### src/verilog/upfic_defs.svh
// Purpose: offsets, field positions, reset values for the usb power/frame/interrupt block
// Assumes: 8-bit indexed usb register port
// Notes: definitions only
`ifndef UPFIC_DEFS_SVH
`define UPFIC_DEFS_SVH

// =====================================================
// register indexes
`define UPFIC_ADDR_POWER 8'h01
`define UPFIC_ADDR_COMMON_EVENT_FLAGS 8'h06
`define UPFIC_ADDR_CMIE 8'h0b
`define UPFIC_ADDR_FRAME_LOW 8'h0c
`define UPFIC_ADDR_FRAME_HIGH 8'h0d

// =====================================================
// power control fields
`define UPFIC_PWR_ISO_UPDATE 7
`define UPFIC_PWR_INHIBIT 4
`define UPFIC_PWR_FORCE_RESET 3
`define UPFIC_PWR_RESUME 2
`define UPFIC_PWR_SUSPEND 1
`define UPFIC_PWR_SUSP_DET_EN 0

// =====================================================
// common event flag fields
`define UPFIC_CM_SOF 3
`define UPFIC_CM_RESET 2
`define UPFIC_CM_RESUME 1
`define UPFIC_CM_SUSPEND 0
`define UPFIC_CM_WIDTH 4
`define UPFIC_CMIE_RESET_VAL 4'hf

// =====================================================
// frame number
`define UPFIC_FRAME_WIDTH 11
`define UPFIC_FRAME_HIGH_WIDTH 3
`define UPFIC_BYTE_ZERO 8'h00

// =====================================================
// input synchroniser depth
`define UPFIC_SYNC_STAGES 3

`endif

### src/verilog/upfic_pkg.sv
// Purpose: shared types for the usb power/frame/interrupt block
// Assumes: nothing
// Notes: constants live in upfic_defs.svh
package upfic_pkg;

  // =====================================================
  // isochronous in endpoint packet state
  typedef enum logic [1:0] {
    UPFIC_EP_EMPTY = 2'b00,
    UPFIC_EP_WAIT_SOF = 2'b01,
    UPFIC_EP_ARMED = 2'b10
  } upfic_ep_state_t;

  typedef logic [7:0] upfic_byte_t;

endpackage : upfic_pkg

### src/verilog/upfic_in_gate.sv
// Purpose: per-endpoint in packet release gate
// Assumes: token, load and sof strobes are one-cycle pulses on sys_clk_i
// Notes: one instance per in endpoint
module upfic_in_gate (
  // clock and reset
  input wire logic sys_clk_i,
  input wire logic resetn_i,
  // control
  input wire logic iso_ep_i,
  input wire logic iso_update_i,
  // events
  input wire logic load_i,
  input wire logic sof_i,
  input wire logic token_i,
  // answers
  output logic send_o,
  output logic zero_len_o,
  output logic nak_o
);
  import upfic_pkg::*;

  upfic_ep_state_t state_q, state_d;
  logic send_q, send_d;
  logic zlp_q, zlp_d;
  logic nak_q, nak_d;

  // =====================================================
  // next state
  always_comb begin
    state_d = state_q;
    send_d = 1'b0;
    zlp_d = 1'b0;
    nak_d = 1'b0;
    case (state_q)
      UPFIC_EP_EMPTY: begin
        if (token_i) begin
          zlp_d = iso_ep_i;
          nak_d = ~iso_ep_i;
        end
        if (load_i) begin
          if (iso_ep_i && iso_update_i) begin
            state_d = UPFIC_EP_WAIT_SOF;
          end else begin
            state_d = UPFIC_EP_ARMED;
          end
        end
      end
      UPFIC_EP_WAIT_SOF: begin
        if (token_i) begin
          zlp_d = 1'b1;
        end
        if (sof_i) begin
          state_d = UPFIC_EP_ARMED;
        end
      end
      UPFIC_EP_ARMED: begin
        if (token_i) begin
          send_d = 1'b1;
          state_d = UPFIC_EP_EMPTY;
        end
      end
      default: begin
        state_d = UPFIC_EP_EMPTY;
      end
    endcase
  end

  always_ff @(posedge sys_clk_i or negedge resetn_i) begin
    if (!resetn_i) begin
      state_q <= UPFIC_EP_EMPTY;
      send_q <= 1'b0;
      zlp_q <= 1'b0;
      nak_q <= 1'b0;
    end else begin
      state_q <= state_d;
      send_q <= send_d;
      zlp_q <= zlp_d;
      nak_q <= nak_d;
    end
  end

  assign send_o = send_q;
  assign zero_len_o = zlp_q;
  assign nak_o = nak_q;

endmodule : upfic_in_gate

### src/verilog/upfic_top.sv
// Purpose: usb power control, frame number and common interrupt logic
// Assumes: cpu reaches registers by index; link events are sys_clk_i pulses; bus line states are async
// Notes: usb registers also reset by the force-reset bit
`include "upfic_defs.svh"

module upfic_top #(
  parameter int NUM_IN_EP = 3
) (
  // clock and reset
  input wire logic sys_clk_i,
  input wire logic resetn_i,
  // indexed register port
  input wire logic [7:0] reg_addr_i,
  input wire logic reg_wr_i,
  input wire logic reg_rd_i,
  input wire upfic_pkg::upfic_byte_t reg_wdata_i,
  output upfic_pkg::upfic_byte_t reg_rdata_o,
  // link events from the protocol engine
  input wire logic sof_valid_i,
  input wire logic [`UPFIC_FRAME_WIDTH-1:0] sof_frame_i,
  input wire logic in_token_i,
  input wire logic [NUM_IN_EP-1:0] in_token_ep_i,
  input wire logic [NUM_IN_EP-1:0] in_packet_loaded_i,
  input wire logic [NUM_IN_EP-1:0] ep_is_iso_i,
  // bus line states from transceiver
  input wire logic bus_suspend_i,
  input wire logic bus_resume_i,
  input wire logic bus_reset_i,
  // system interrupt enable
  input wire logic system_ext_irq_enable_i,
  // in endpoint answers
  output logic [NUM_IN_EP-1:0] in_send_o,
  output logic [NUM_IN_EP-1:0] in_zero_len_o,
  output logic [NUM_IN_EP-1:0] in_nak_o,
  // status
  output logic usb_inhibit_o,
  output logic suspend_status_o,
  output logic resume_drive_o,
  output logic usb_irq_o,
  output logic cpu_irq_o
);
  import upfic_pkg::*;

  // =====================================================
  // force reset: one-cycle pulse from a flop, then async into usb domain
  logic force_rst_q, force_rst_d;
  logic usb_rstn;

  always_comb begin
    force_rst_d = reg_wr_i && (reg_addr_i == `UPFIC_ADDR_POWER) && reg_wdata_i[`UPFIC_PWR_FORCE_RESET];
  end

  always_ff @(posedge sys_clk_i or negedge resetn_i) begin
    if (!resetn_i) begin
      force_rst_q <= 1'b0;
    end else begin
      force_rst_q <= force_rst_d;
    end
  end

  assign usb_rstn = resetn_i & ~force_rst_q;

  // =====================================================
  // bus line synchronisers
  localparam int NSYNC = 3;
  logic [NSYNC-1:0] line_async;
  logic [NSYNC-1:0] line_q;
  logic [NSYNC-1:0] line_prev_q;

  assign line_async = {bus_reset_i, bus_resume_i, bus_suspend_i};

  genvar gi;
  generate
    for (gi = 0; gi < NSYNC; gi++) begin : g_sync
      logic [`UPFIC_SYNC_STAGES-1:0] sh_q, sh_d;
      logic lvl_q, lvl_d, prev_q;
      always_comb begin
        sh_d = {sh_q[`UPFIC_SYNC_STAGES-2:0], line_async[gi]};
        lvl_d = (sh_q[1] == sh_q[2]) ? sh_q[2] : lvl_q;
      end
      always_ff @(posedge sys_clk_i or negedge usb_rstn) begin
        if (!usb_rstn) begin
          sh_q <= '0;
          lvl_q <= 1'b0;
          prev_q <= 1'b0;
        end else begin
          sh_q <= sh_d;
          lvl_q <= lvl_d;
          prev_q <= lvl_q;
        end
      end
      assign line_q[gi] = lvl_q;
      assign line_prev_q[gi] = prev_q;
    end
  endgenerate

  // =====================================================
  // power control register
  logic iso_update_q, iso_update_d;
  logic inhibit_q, inhibit_d;
  logic resume_q, resume_d;
  logic suspend_q, suspend_d;
  logic susp_det_en_q, susp_det_en_d;
  logic wakeup_q, wakeup_d;
  logic resume_seen_q, resume_seen_d;
  logic pwr_wr;
  logic cm_rd;
  logic ev_suspend, ev_resume, ev_reset;

  assign pwr_wr = reg_wr_i && (reg_addr_i == `UPFIC_ADDR_POWER);
  assign cm_rd = reg_rd_i && (reg_addr_i == `UPFIC_ADDR_COMMON_EVENT_FLAGS);
  assign ev_suspend = line_q[0] & ~line_prev_q[0] & ~inhibit_q;
  assign ev_resume = line_q[1] & ~line_prev_q[1] & ~inhibit_q;
  assign ev_reset = line_q[2] & ~line_prev_q[2] & ~inhibit_q;

  always_comb begin
    iso_update_d = iso_update_q;
    inhibit_d = inhibit_q;
    resume_d = resume_q;
    suspend_d = suspend_q;
    susp_det_en_d = susp_det_en_q;
    wakeup_d = wakeup_q;
    resume_seen_d = resume_seen_q;
    if (pwr_wr) begin
      iso_update_d = reg_wdata_i[`UPFIC_PWR_ISO_UPDATE];
      susp_det_en_d = reg_wdata_i[`UPFIC_PWR_SUSP_DET_EN];
      if (!reg_wdata_i[`UPFIC_PWR_INHIBIT]) begin
        inhibit_d = 1'b0;
      end
      if (reg_wdata_i[`UPFIC_PWR_RESUME]) begin
        if (suspend_q) begin
          resume_d = 1'b1;
          wakeup_d = 1'b1;
        end
      end else begin
        resume_d = 1'b0;
        if (wakeup_q) begin
          suspend_d = 1'b0;
          wakeup_d = 1'b0;
        end
      end
    end
    if (cm_rd && resume_seen_q) begin
      suspend_d = 1'b0;
      resume_seen_d = 1'b0;
    end
    if (ev_resume && suspend_q) begin
      resume_seen_d = 1'b1;
    end
    if (ev_reset) begin
      suspend_d = 1'b0;
      resume_seen_d = 1'b0;
      wakeup_d = 1'b0;
    end
    if (ev_suspend && susp_det_en_q) begin
      suspend_d = 1'b1;
    end
  end

  always_ff @(posedge sys_clk_i or negedge usb_rstn) begin
    if (!usb_rstn) begin
      iso_update_q <= 1'b0;
      inhibit_q <= 1'b1;
      resume_q <= 1'b0;
      suspend_q <= 1'b0;
      susp_det_en_q <= 1'b0;
      wakeup_q <= 1'b0;
      resume_seen_q <= 1'b0;
    end else begin
      iso_update_q <= iso_update_d;
      inhibit_q <= inhibit_d;
      resume_q <= resume_d;
      suspend_q <= suspend_d;
      susp_det_en_q <= susp_det_en_d;
      wakeup_q <= wakeup_d;
      resume_seen_q <= resume_seen_d;
    end
  end

  // =====================================================
  // frame number
  logic [`UPFIC_FRAME_WIDTH-1:0] frame_q, frame_d;
  logic sof_ok;

  assign sof_ok = sof_valid_i & ~inhibit_q;

  always_comb begin
    frame_d = frame_q;
    if (sof_ok) begin
      frame_d = sof_frame_i;
    end
  end

  always_ff @(posedge sys_clk_i or negedge usb_rstn) begin
    if (!usb_rstn) begin
      frame_q <= '0;
    end else begin
      frame_q <= frame_d;
    end
  end

  // =====================================================
  // common event flags and enables
  logic [`UPFIC_CM_WIDTH-1:0] cm_flags_q, cm_flags_d;
  logic [`UPFIC_CM_WIDTH-1:0] cm_en_q, cm_en_d;
  logic [`UPFIC_CM_WIDTH-1:0] cm_set;
  logic usb_irq_q, usb_irq_d;
  logic cpu_irq_q, cpu_irq_d;

  assign cm_set = {sof_ok, ev_reset, ev_resume & suspend_q, ev_suspend & susp_det_en_q};

  always_comb begin
    cm_en_d = cm_en_q;
    if (reg_wr_i && (reg_addr_i == `UPFIC_ADDR_CMIE)) begin
      cm_en_d = reg_wdata_i[`UPFIC_CM_WIDTH-1:0];
    end
    cm_flags_d = cm_flags_q;
    if (cm_rd) begin
      cm_flags_d = '0;
    end
    cm_flags_d = cm_flags_d | (cm_set & cm_en_q);
    usb_irq_d = |cm_flags_d;
    cpu_irq_d = usb_irq_d & system_ext_irq_enable_i;
  end

  always_ff @(posedge sys_clk_i or negedge usb_rstn) begin
    if (!usb_rstn) begin
      cm_flags_q <= '0;
      cm_en_q <= `UPFIC_CMIE_RESET_VAL;
      usb_irq_q <= 1'b0;
      cpu_irq_q <= 1'b0;
    end else begin
      cm_flags_q <= cm_flags_d;
      cm_en_q <= cm_en_d;
      usb_irq_q <= usb_irq_d;
      cpu_irq_q <= cpu_irq_d;
    end
  end

  // =====================================================
  // register read
  upfic_byte_t rdata_q, rdata_d;

  always_comb begin
    rdata_d = rdata_q;
    if (reg_rd_i) begin
      case (reg_addr_i)
        `UPFIC_ADDR_POWER: begin
          rdata_d = `UPFIC_BYTE_ZERO;
          rdata_d[`UPFIC_PWR_ISO_UPDATE] = iso_update_q;
          rdata_d[`UPFIC_PWR_INHIBIT] = inhibit_q;
          rdata_d[`UPFIC_PWR_FORCE_RESET] = line_q[2];
          rdata_d[`UPFIC_PWR_RESUME] = resume_q;
          rdata_d[`UPFIC_PWR_SUSPEND] = suspend_q;
          rdata_d[`UPFIC_PWR_SUSP_DET_EN] = susp_det_en_q;
        end
        `UPFIC_ADDR_COMMON_EVENT_FLAGS: begin
          rdata_d = {{(8-`UPFIC_CM_WIDTH){1'b0}}, cm_flags_q};
        end
        `UPFIC_ADDR_CMIE: begin
          rdata_d = {{(8-`UPFIC_CM_WIDTH){1'b0}}, cm_en_q};
        end
        `UPFIC_ADDR_FRAME_LOW: begin
          rdata_d = frame_q[7:0];
        end
        `UPFIC_ADDR_FRAME_HIGH: begin
          rdata_d = {5'h00, frame_q[`UPFIC_FRAME_WIDTH-1:8]};
        end
        default: begin
          rdata_d = `UPFIC_BYTE_ZERO;
        end
      endcase
    end
  end

  always_ff @(posedge sys_clk_i or negedge usb_rstn) begin
    if (!usb_rstn) begin
      rdata_q <= `UPFIC_BYTE_ZERO;
    end else begin
      rdata_q <= rdata_d;
    end
  end

  // =====================================================
  // in endpoint gates, one iso update bit for all
  generate
    for (gi = 0; gi < NUM_IN_EP; gi++) begin : g_ep
      upfic_in_gate u_gate (
        .sys_clk_i(sys_clk_i),
        .resetn_i(usb_rstn),
        .iso_ep_i(ep_is_iso_i[gi]),
        .iso_update_i(iso_update_q),
        .load_i(in_packet_loaded_i[gi]),
        .sof_i(sof_ok),
        .token_i(in_token_i & in_token_ep_i[gi] & ~inhibit_q),
        .send_o(in_send_o[gi]),
        .zero_len_o(in_zero_len_o[gi]),
        .nak_o(in_nak_o[gi])
      );
    end
  endgenerate

  // =====================================================
  // outputs
  assign reg_rdata_o = rdata_q;
  assign usb_inhibit_o = inhibit_q;
  assign suspend_status_o = suspend_q;
  assign resume_drive_o = resume_q;
  assign usb_irq_o = usb_irq_q;
  assign cpu_irq_o = cpu_irq_q;

endmodule : upfic_top

### config.mk
export PLATFORM = sky130hd
export DESIGN_NAME = upfic_top
export DESIGN_NICKNAME = d
export VERILOG_FILES = /design/src/verilog/upfic_pkg.sv /design/src/verilog/upfic_in_gate.sv /design/src/verilog/upfic_top.sv
export VERILOG_INCLUDE_DIRS = /design/src /design/src/verilog
export SDC_FILE = /design/constraint.sdc
export NUM_CORES = 1
export LEC_CHECK = 0
export BUFFER_PORTS_ARGS = -buffer_cell sky130_fd_sc_hd__clkbuf_2
export CAP_MARGIN = 20
export CELL_PAD_IN_SITES_DETAIL_PLACEMENT = 1
export CELL_PAD_IN_SITES_GLOBAL_PLACEMENT = 1
export CORE_UTILIZATION = 44
export DETAILED_ROUTE_END_ITERATION = 10
export PLACE_DENSITY_LB_ADDON = 0.25
export SLEW_MARGIN = 10
export SYNTH_ARGS = -nofsm -noshare
export SYNTH_HDL_FRONTEND = slang
export SYNTH_SLANG_ARGS = --single-unit
### constraint.sdc
create_clock -name sys_clk_i -period 12.25 [get_ports sys_clk_i]
set_input_delay 0.6125 -clock sys_clk_i [delete_from_list [all_inputs] [get_ports sys_clk_i]]
set_output_delay 0.6125 -clock sys_clk_i [all_outputs]
set_load 0.01 [all_outputs]
Yosys cells after proc, flatten, opt, wreduce, memory -nomap -nowiden
Index checks and enable logic that the tools add are counted.
Storage, ports and cells
  flip-flop bits (word level): 67
  input port bits: 46
  output and inout bits: 22
  word-level logic and storage cells: 160
Operators by class
  equality and inequality tests: 26
  muxes and demuxes: 46
  bitwise logic cells: 28
  reduce and logical (&&, ||, !) cells: 25
Operators by type and width (count)
  $pmux W8 S5: 1
  $mux W1: 28
  $eq A8 B4 Y1 const B: 3
  $mux W2: 10
  $pmux W2 S3: 3
  $and A1 B1 Y1: 17
  $reduce_and A3 Y1: 4
  $logic_and A1 B1 Y1: 10
  $ne A2 B1 Y1 const B: 5
  $ne A2 B2 Y1 const B: 5
  $not A1 Y1: 9
  $eq A8 B1 Y1 const B: 1
  $eq A8 B3 Y1 const B: 1
  $reduce_bool A4 Y1: 2
  $eq A2 B1 Y1 const B: 3
  $eq A2 B2 Y1 const B: 3
  $logic_not A2 Y1: 3
  $pmux W1 S2: 3
  $reduce_and A2 Y1: 3
  $and A4 B4 Y4: 1
  $mux W4: 1
  $ne A4 B1 Y1 const B: 1
  $or A4 B4 Y4: 1
  $reduce_or A4 Y1: 1
  other kinds (4): 6

Logic depth before layout (Yosys ltp)
  word-level depth: 8
  mapped depth: 7
  depth with buffers taken out: 4

Modules after synthesis
A second synthesis with hierarchy kept.
Unflattened totals
  cell total of the unflattened synthesis: 224
  area, all modules: 2786.4 µm²
Modules (own cells, without submodules)
  upfic_top: times used 1, cells an instance 170, area an instance 2174.6 µm², seq. area each 1307.5 µm²
  upfic_in_gate: times used 3, cells an instance 18, area an instance 203.9 µm², seq. area each 125.1 µm²

Least setup slack after synthesis
No wires, ideal clock.
  kind: input to register
  start: input port reg_addr_i[0]
  end: register cpu_irq_q (netlist: cpu_irq_o)
  setup time: 0.119 ns
  arrival time: 2.268 ns
  required time: 12.131 ns
  slack: 9.863 ns
  cell stages on the path: 6
  path buffers: 2
  path through: buf_6 -> or4b_4 -> or3_1 -> buf_2 -> a2111o_1 -> and2_1
On the way
  word-level cells in the longest chain between the ends: 6
Ends and longest elaborated chain
  start: declaration: RTL line upfic_top.sv:13  | input wire logic [7:0] reg_addr_i,
  $eq A8 B3 Y1
  $logic_and A1 B1 Y1: RTL line upfic_top.sv:111  | assign cm_rd = reg_rd_i && (reg_addr_i == `UPFIC_ADDR_COMMON_EVENT_FLAGS);
  $mux W4: RTL line upfic_top.sv:218  | if (cm_rd) begin
  $or A4 B4 Y4: RTL line upfic_top.sv:221  | cm_flags_d = cm_flags_d | (cm_set & cm_en_q);
  $reduce_or A4 Y1: RTL line upfic_top.sv:222  | usb_irq_d = |cm_flags_d;
  net usb_irq_d: RTL line upfic_top.sv:207  | logic usb_irq_q, usb_irq_d;
  $and A1 B1 Y1: RTL line upfic_top.sv:223  | cpu_irq_d = usb_irq_d & system_ext_irq_enable_i;
  net cpu_irq_d: RTL line upfic_top.sv:208  | logic cpu_irq_q, cpu_irq_d;
  end signal: assignment: RTL line upfic_top.sv:236  | cpu_irq_q <= cpu_irq_d;
  end: declaration: RTL line upfic_top.sv:208
The timed path passes the listed nets, and every way through them passes these cells.
A chain may end at the register's enable or synchronous reset.

Worst setup path after layout
Ends and elaborated chain as after synthesis.

==> flow_metrics.py <==
metrics = {
    "run_status": {
        "outcome": "completed",
    },
    "cells_and_area": {
        "nets": 363,
        "fin_cells": 397,
        "num-fill-cells": 696,
        "area_growth_pct": 17.5,
        "drive_gt1_frac": 0.295,
        "n_antenna_cell": 0,
    },
    "cts": {
        "clkSinkCount": 67,
        "root_buffer": "clkbuf_8",
        "cts-htree-levels": 3,
        "numCtsBuffers": 9,
        "postCtsSetupBuffers": 0,
        "clkLatencyLatePin_ns": 0.34,
        "cts_resized": 0,
        "holdBufCountCts": 0,
        "cts_tree": "built",
        "clk_pin_slew_ns": 0.07,
        "clockBufferDepth": 2,
    },
    "logic_synthesis": {
        "yosys-top-cells-area": "dfrtp_1 55%, nand2_1 6.1%, dfstp_2 4.6%, buf_4 2.4%, mux2_2 2.4%",
        "synth_warnings": 0,
        "synth.most_common_cell": "dfrtp_1",
        "ys_seq_area_frac": 0.594,
        "avgSynthCellArea_um2": 11.0,
        "synth_fp_nets": 304,
        "synthArstFlopShare": 1.00,
        "synthXorXnorAreaFrac": 0,
        "synth_fa_ha_area_frac": 0.0106,
        "synth_cell_types": 49,
        "yosys_most_used_dff": "dfrtp_1",
        "synth.top_cell.area_share": 0.548,
        "netlist_area_um2": 2830,
        "synth-simple-area-share": 0.194,
        "ys_ff_latch": 67,
        "synth_top_family_by_area": "simple AND/OR/NAND/NOR gates",
        "synth_edf_count": 0,
        "synth_area_leader_cell": "dfrtp_1",
        "synth.area.mux_share": 0.0345,
        "synth_common_cells": "62 x dfrtp_1, 46 x nand2_1, 13 x nor2_1",
        "synth_compound_area_frac": 0.115,
        "syn_inst": 258,
    },
    "pwr": {
        "ir_drop_uv": 70.9,
        "power_density_nw_per_um2": 140,
        "leakagePower_nw": 1.67,
        "power_uw": 465,
    },
    "place": {
        "port_buffers": 65,
        "place_congestion": 0.827,
        "dp_slack_ns": 9.66,
        "dpl.hpwl_um": 4760,
        "dp_cells": 380,
    },
    "route": {
        "post-route-drc-count": 0,
        "dr.pass1.iters": 4,
        "drt-initial-drc-count": 111,
        "routed-via-count": 2157,
        "avgRoutedWirePerCell_um": 16.5,
        "ant_nets": 0,
        "wl_um": 6540,
        "via_per_inst": 5.43,
    },
    "timing": {
        "hold_viol_final": 0,
        "fmax_mhz": 447,
        "period_needed_ns": 2.24,
        "fin_crit_sh": 0.183,
        "drv_slew": 0,
        "fin_tns_setup_ns": 0,
        "rsz0062_at_grt": "no",
        "layout_setup_ws_ns": 10.01,
        "tightest_slew_ns": 0.796,
        "fin_hold_ws_ns": 0.0444,
        "skew_ns": 0.00765,
        "slew_headroom": 0.469,
        "setup_viol": 0,
    },
    "worst_setup_path": {
        "path_class": "primary input to flip-flop",
        "critical_path_buf_inv_count": 1,
        "required_ns": 12.47,
        "worst_setup_path_start_kind": "primary input",
        "critPathTopFamily": "simple AND/OR/NAND/NOR gates",
        "startpoint": "reg_addr_i[0]",
        "worstRegToRegCells": 3,
        "worstReg2RegEnd": "cpu_irq_o",
        "crit_path_cell_trace": "clkbuf_2, or4b_4, or3_1, a2111o_1, and2_1",
        "cp_slowest_stage_delay_ns": 0.59,
        "cp_max_fo": 8,
        "arrival_ns": 2.46,
        "end_kind": "flip-flop",
        "r2r_slack_ns": 10.58,
        "reg2reg_from": "cm_flags_q[2]",
        "slowest_stage": "or4b_4",
    },
    "global_routing": {
        "grt_max_degree": 67,
        "grtUsageTotal": 0.220,
        "antenna_found_initial": 0,
        "grt.overflow.total": 0,
        "grt_pass1_vias": 2163,
        "grt_pass1_wl_um": 10700,
    },
    "run": {
        "cap_violations": 0,
    },
    "floorplanning": {
        "start_util": 0.467,
        "die_h_um": 82.2,
        "die_area_um2": 6760,
        "rows": 28,
        "core_area_um2": 6060,
        "die_w_um": 82.2,
        "pin_count": 68,
    },
    "worst_hold_path": {
        "hp-class": "primary input to asynchronous set/reset pin",
    },
}
registers in the layout, indices dropped and copies added (netlist names):
name,count
force_rst_q,1
suspend_status_o,1
g_ep.u_gate.zero_len_o,3
wakeup_q,1
g_sync.sh_q,9
g_ep.u_gate.send_o,3
reg_rdata_o,8
g_sync.lvl_q,3
resume_drive_o,1
g_sync.prev_q,3
cm_en_q,4
usb_irq_o,1
iso_update_q,1
usb_inhibit_o,1
g_ep.u_gate.state_q,6
cm_flags_q,4
g_ep.u_gate.nak_o,3
cpu_irq_o,1
resume_seen_q,1
frame_q,11
susp_det_en_q,1
worst max-delay path by stage:
stage | endpoint | slack (ns) | cells after the start
after floorplan | cm_flags_q[0] | 7.65 | 1
after global placement | cpu_irq_o | 9.70 | 5
after detailed placement | cpu_irq_o | 9.66 | 5
after CTS | cpu_irq_o | 10.02 | 5
after global routing | cpu_irq_o | 9.97 | 5
final | cpu_irq_o | 10.01 | 5
through the flow:
stage | util | instance area [µm²]
6_report | 0.549 | 3330
5_1_grt | 0.549 | 3330
4_1_cts | 0.548 | 3320
3_5_place_dp | 0.520 | 3150
3_3_place_gp | 0.520 | 3150
2_1_floorplan | - | 2830
cells by family after synthesis:
logic type	Yosys count
adder cells (fa/ha/maj)	3
flip-flops	67
buffers and inverters	27
multiplexers	9
AO/OA/AOI/OAI	45
AND/OR/NAND/NOR	107
routing by layer:
layer	track usage	vias up	share of wire	wire, µm
met3	0.0462	13	0.046	301
met5	0	-	0	0
li1	-	1028	-	-
met4	0.100	0	0.020	134
met1	0.277	1061	0.44	2900
met2	0.364	55	0.49	3200
placed cells by master (no fill, tap or decap), types with 3 or more instances in the layout:
master / instances
a21oi_1: 9
a221oi_1: 3
a22o_1: 4
and2_1: 3
and3_1: 6
clkbuf_2: 65
clkbuf_8: 10
dfrtp_1: 62
dfstp_2: 5
inv_1: 8
maj3_1: 3
mux2_2: 6
mux2i_1: 3
nand2_1: 46
nor2_1: 13
nor2b_1: 3
nor3_1: 6
nor3b_1: 5
nor4_1: 4
o21ai_0: 6
o2bb2ai_1: 3
or3_1: 4
or4_1: 3
worst reg2reg max path: stages (launching register included):
cell      delay, ns
dfrtp_1        0.42
or4_1          0.52
a2111o_1       0.45
and2_1         0.17
where the power goes:
| group | total, mW | switching [mW] | internal (mW) | leakage [nW] |
|---|---|---|---|---|
| Combinational | 0.0506 | 0.0271 | 0.0234 | 0.734 |
| Clock | 0.162 | 0.0827 | 0.0792 | 0.0868 |
| Sequential | 0.252 | 0.0135 | 0.239 | 0.844 |
layout make-up:
class                           instances  area (µm²)  area share
Sequential cell                        67        1680       0.505
Multi-Input combinational cell        164        1010       0.304
Timing Repair Buffer                   67         340       0.102
Clock buffer                           12         145      0.0436
Tap cell                               75        93.8      0.0282
Inverter                                8        30.0     0.00902
Clock inverter                          4        26.3     0.00789
Power figures use the tool's default switching activity.
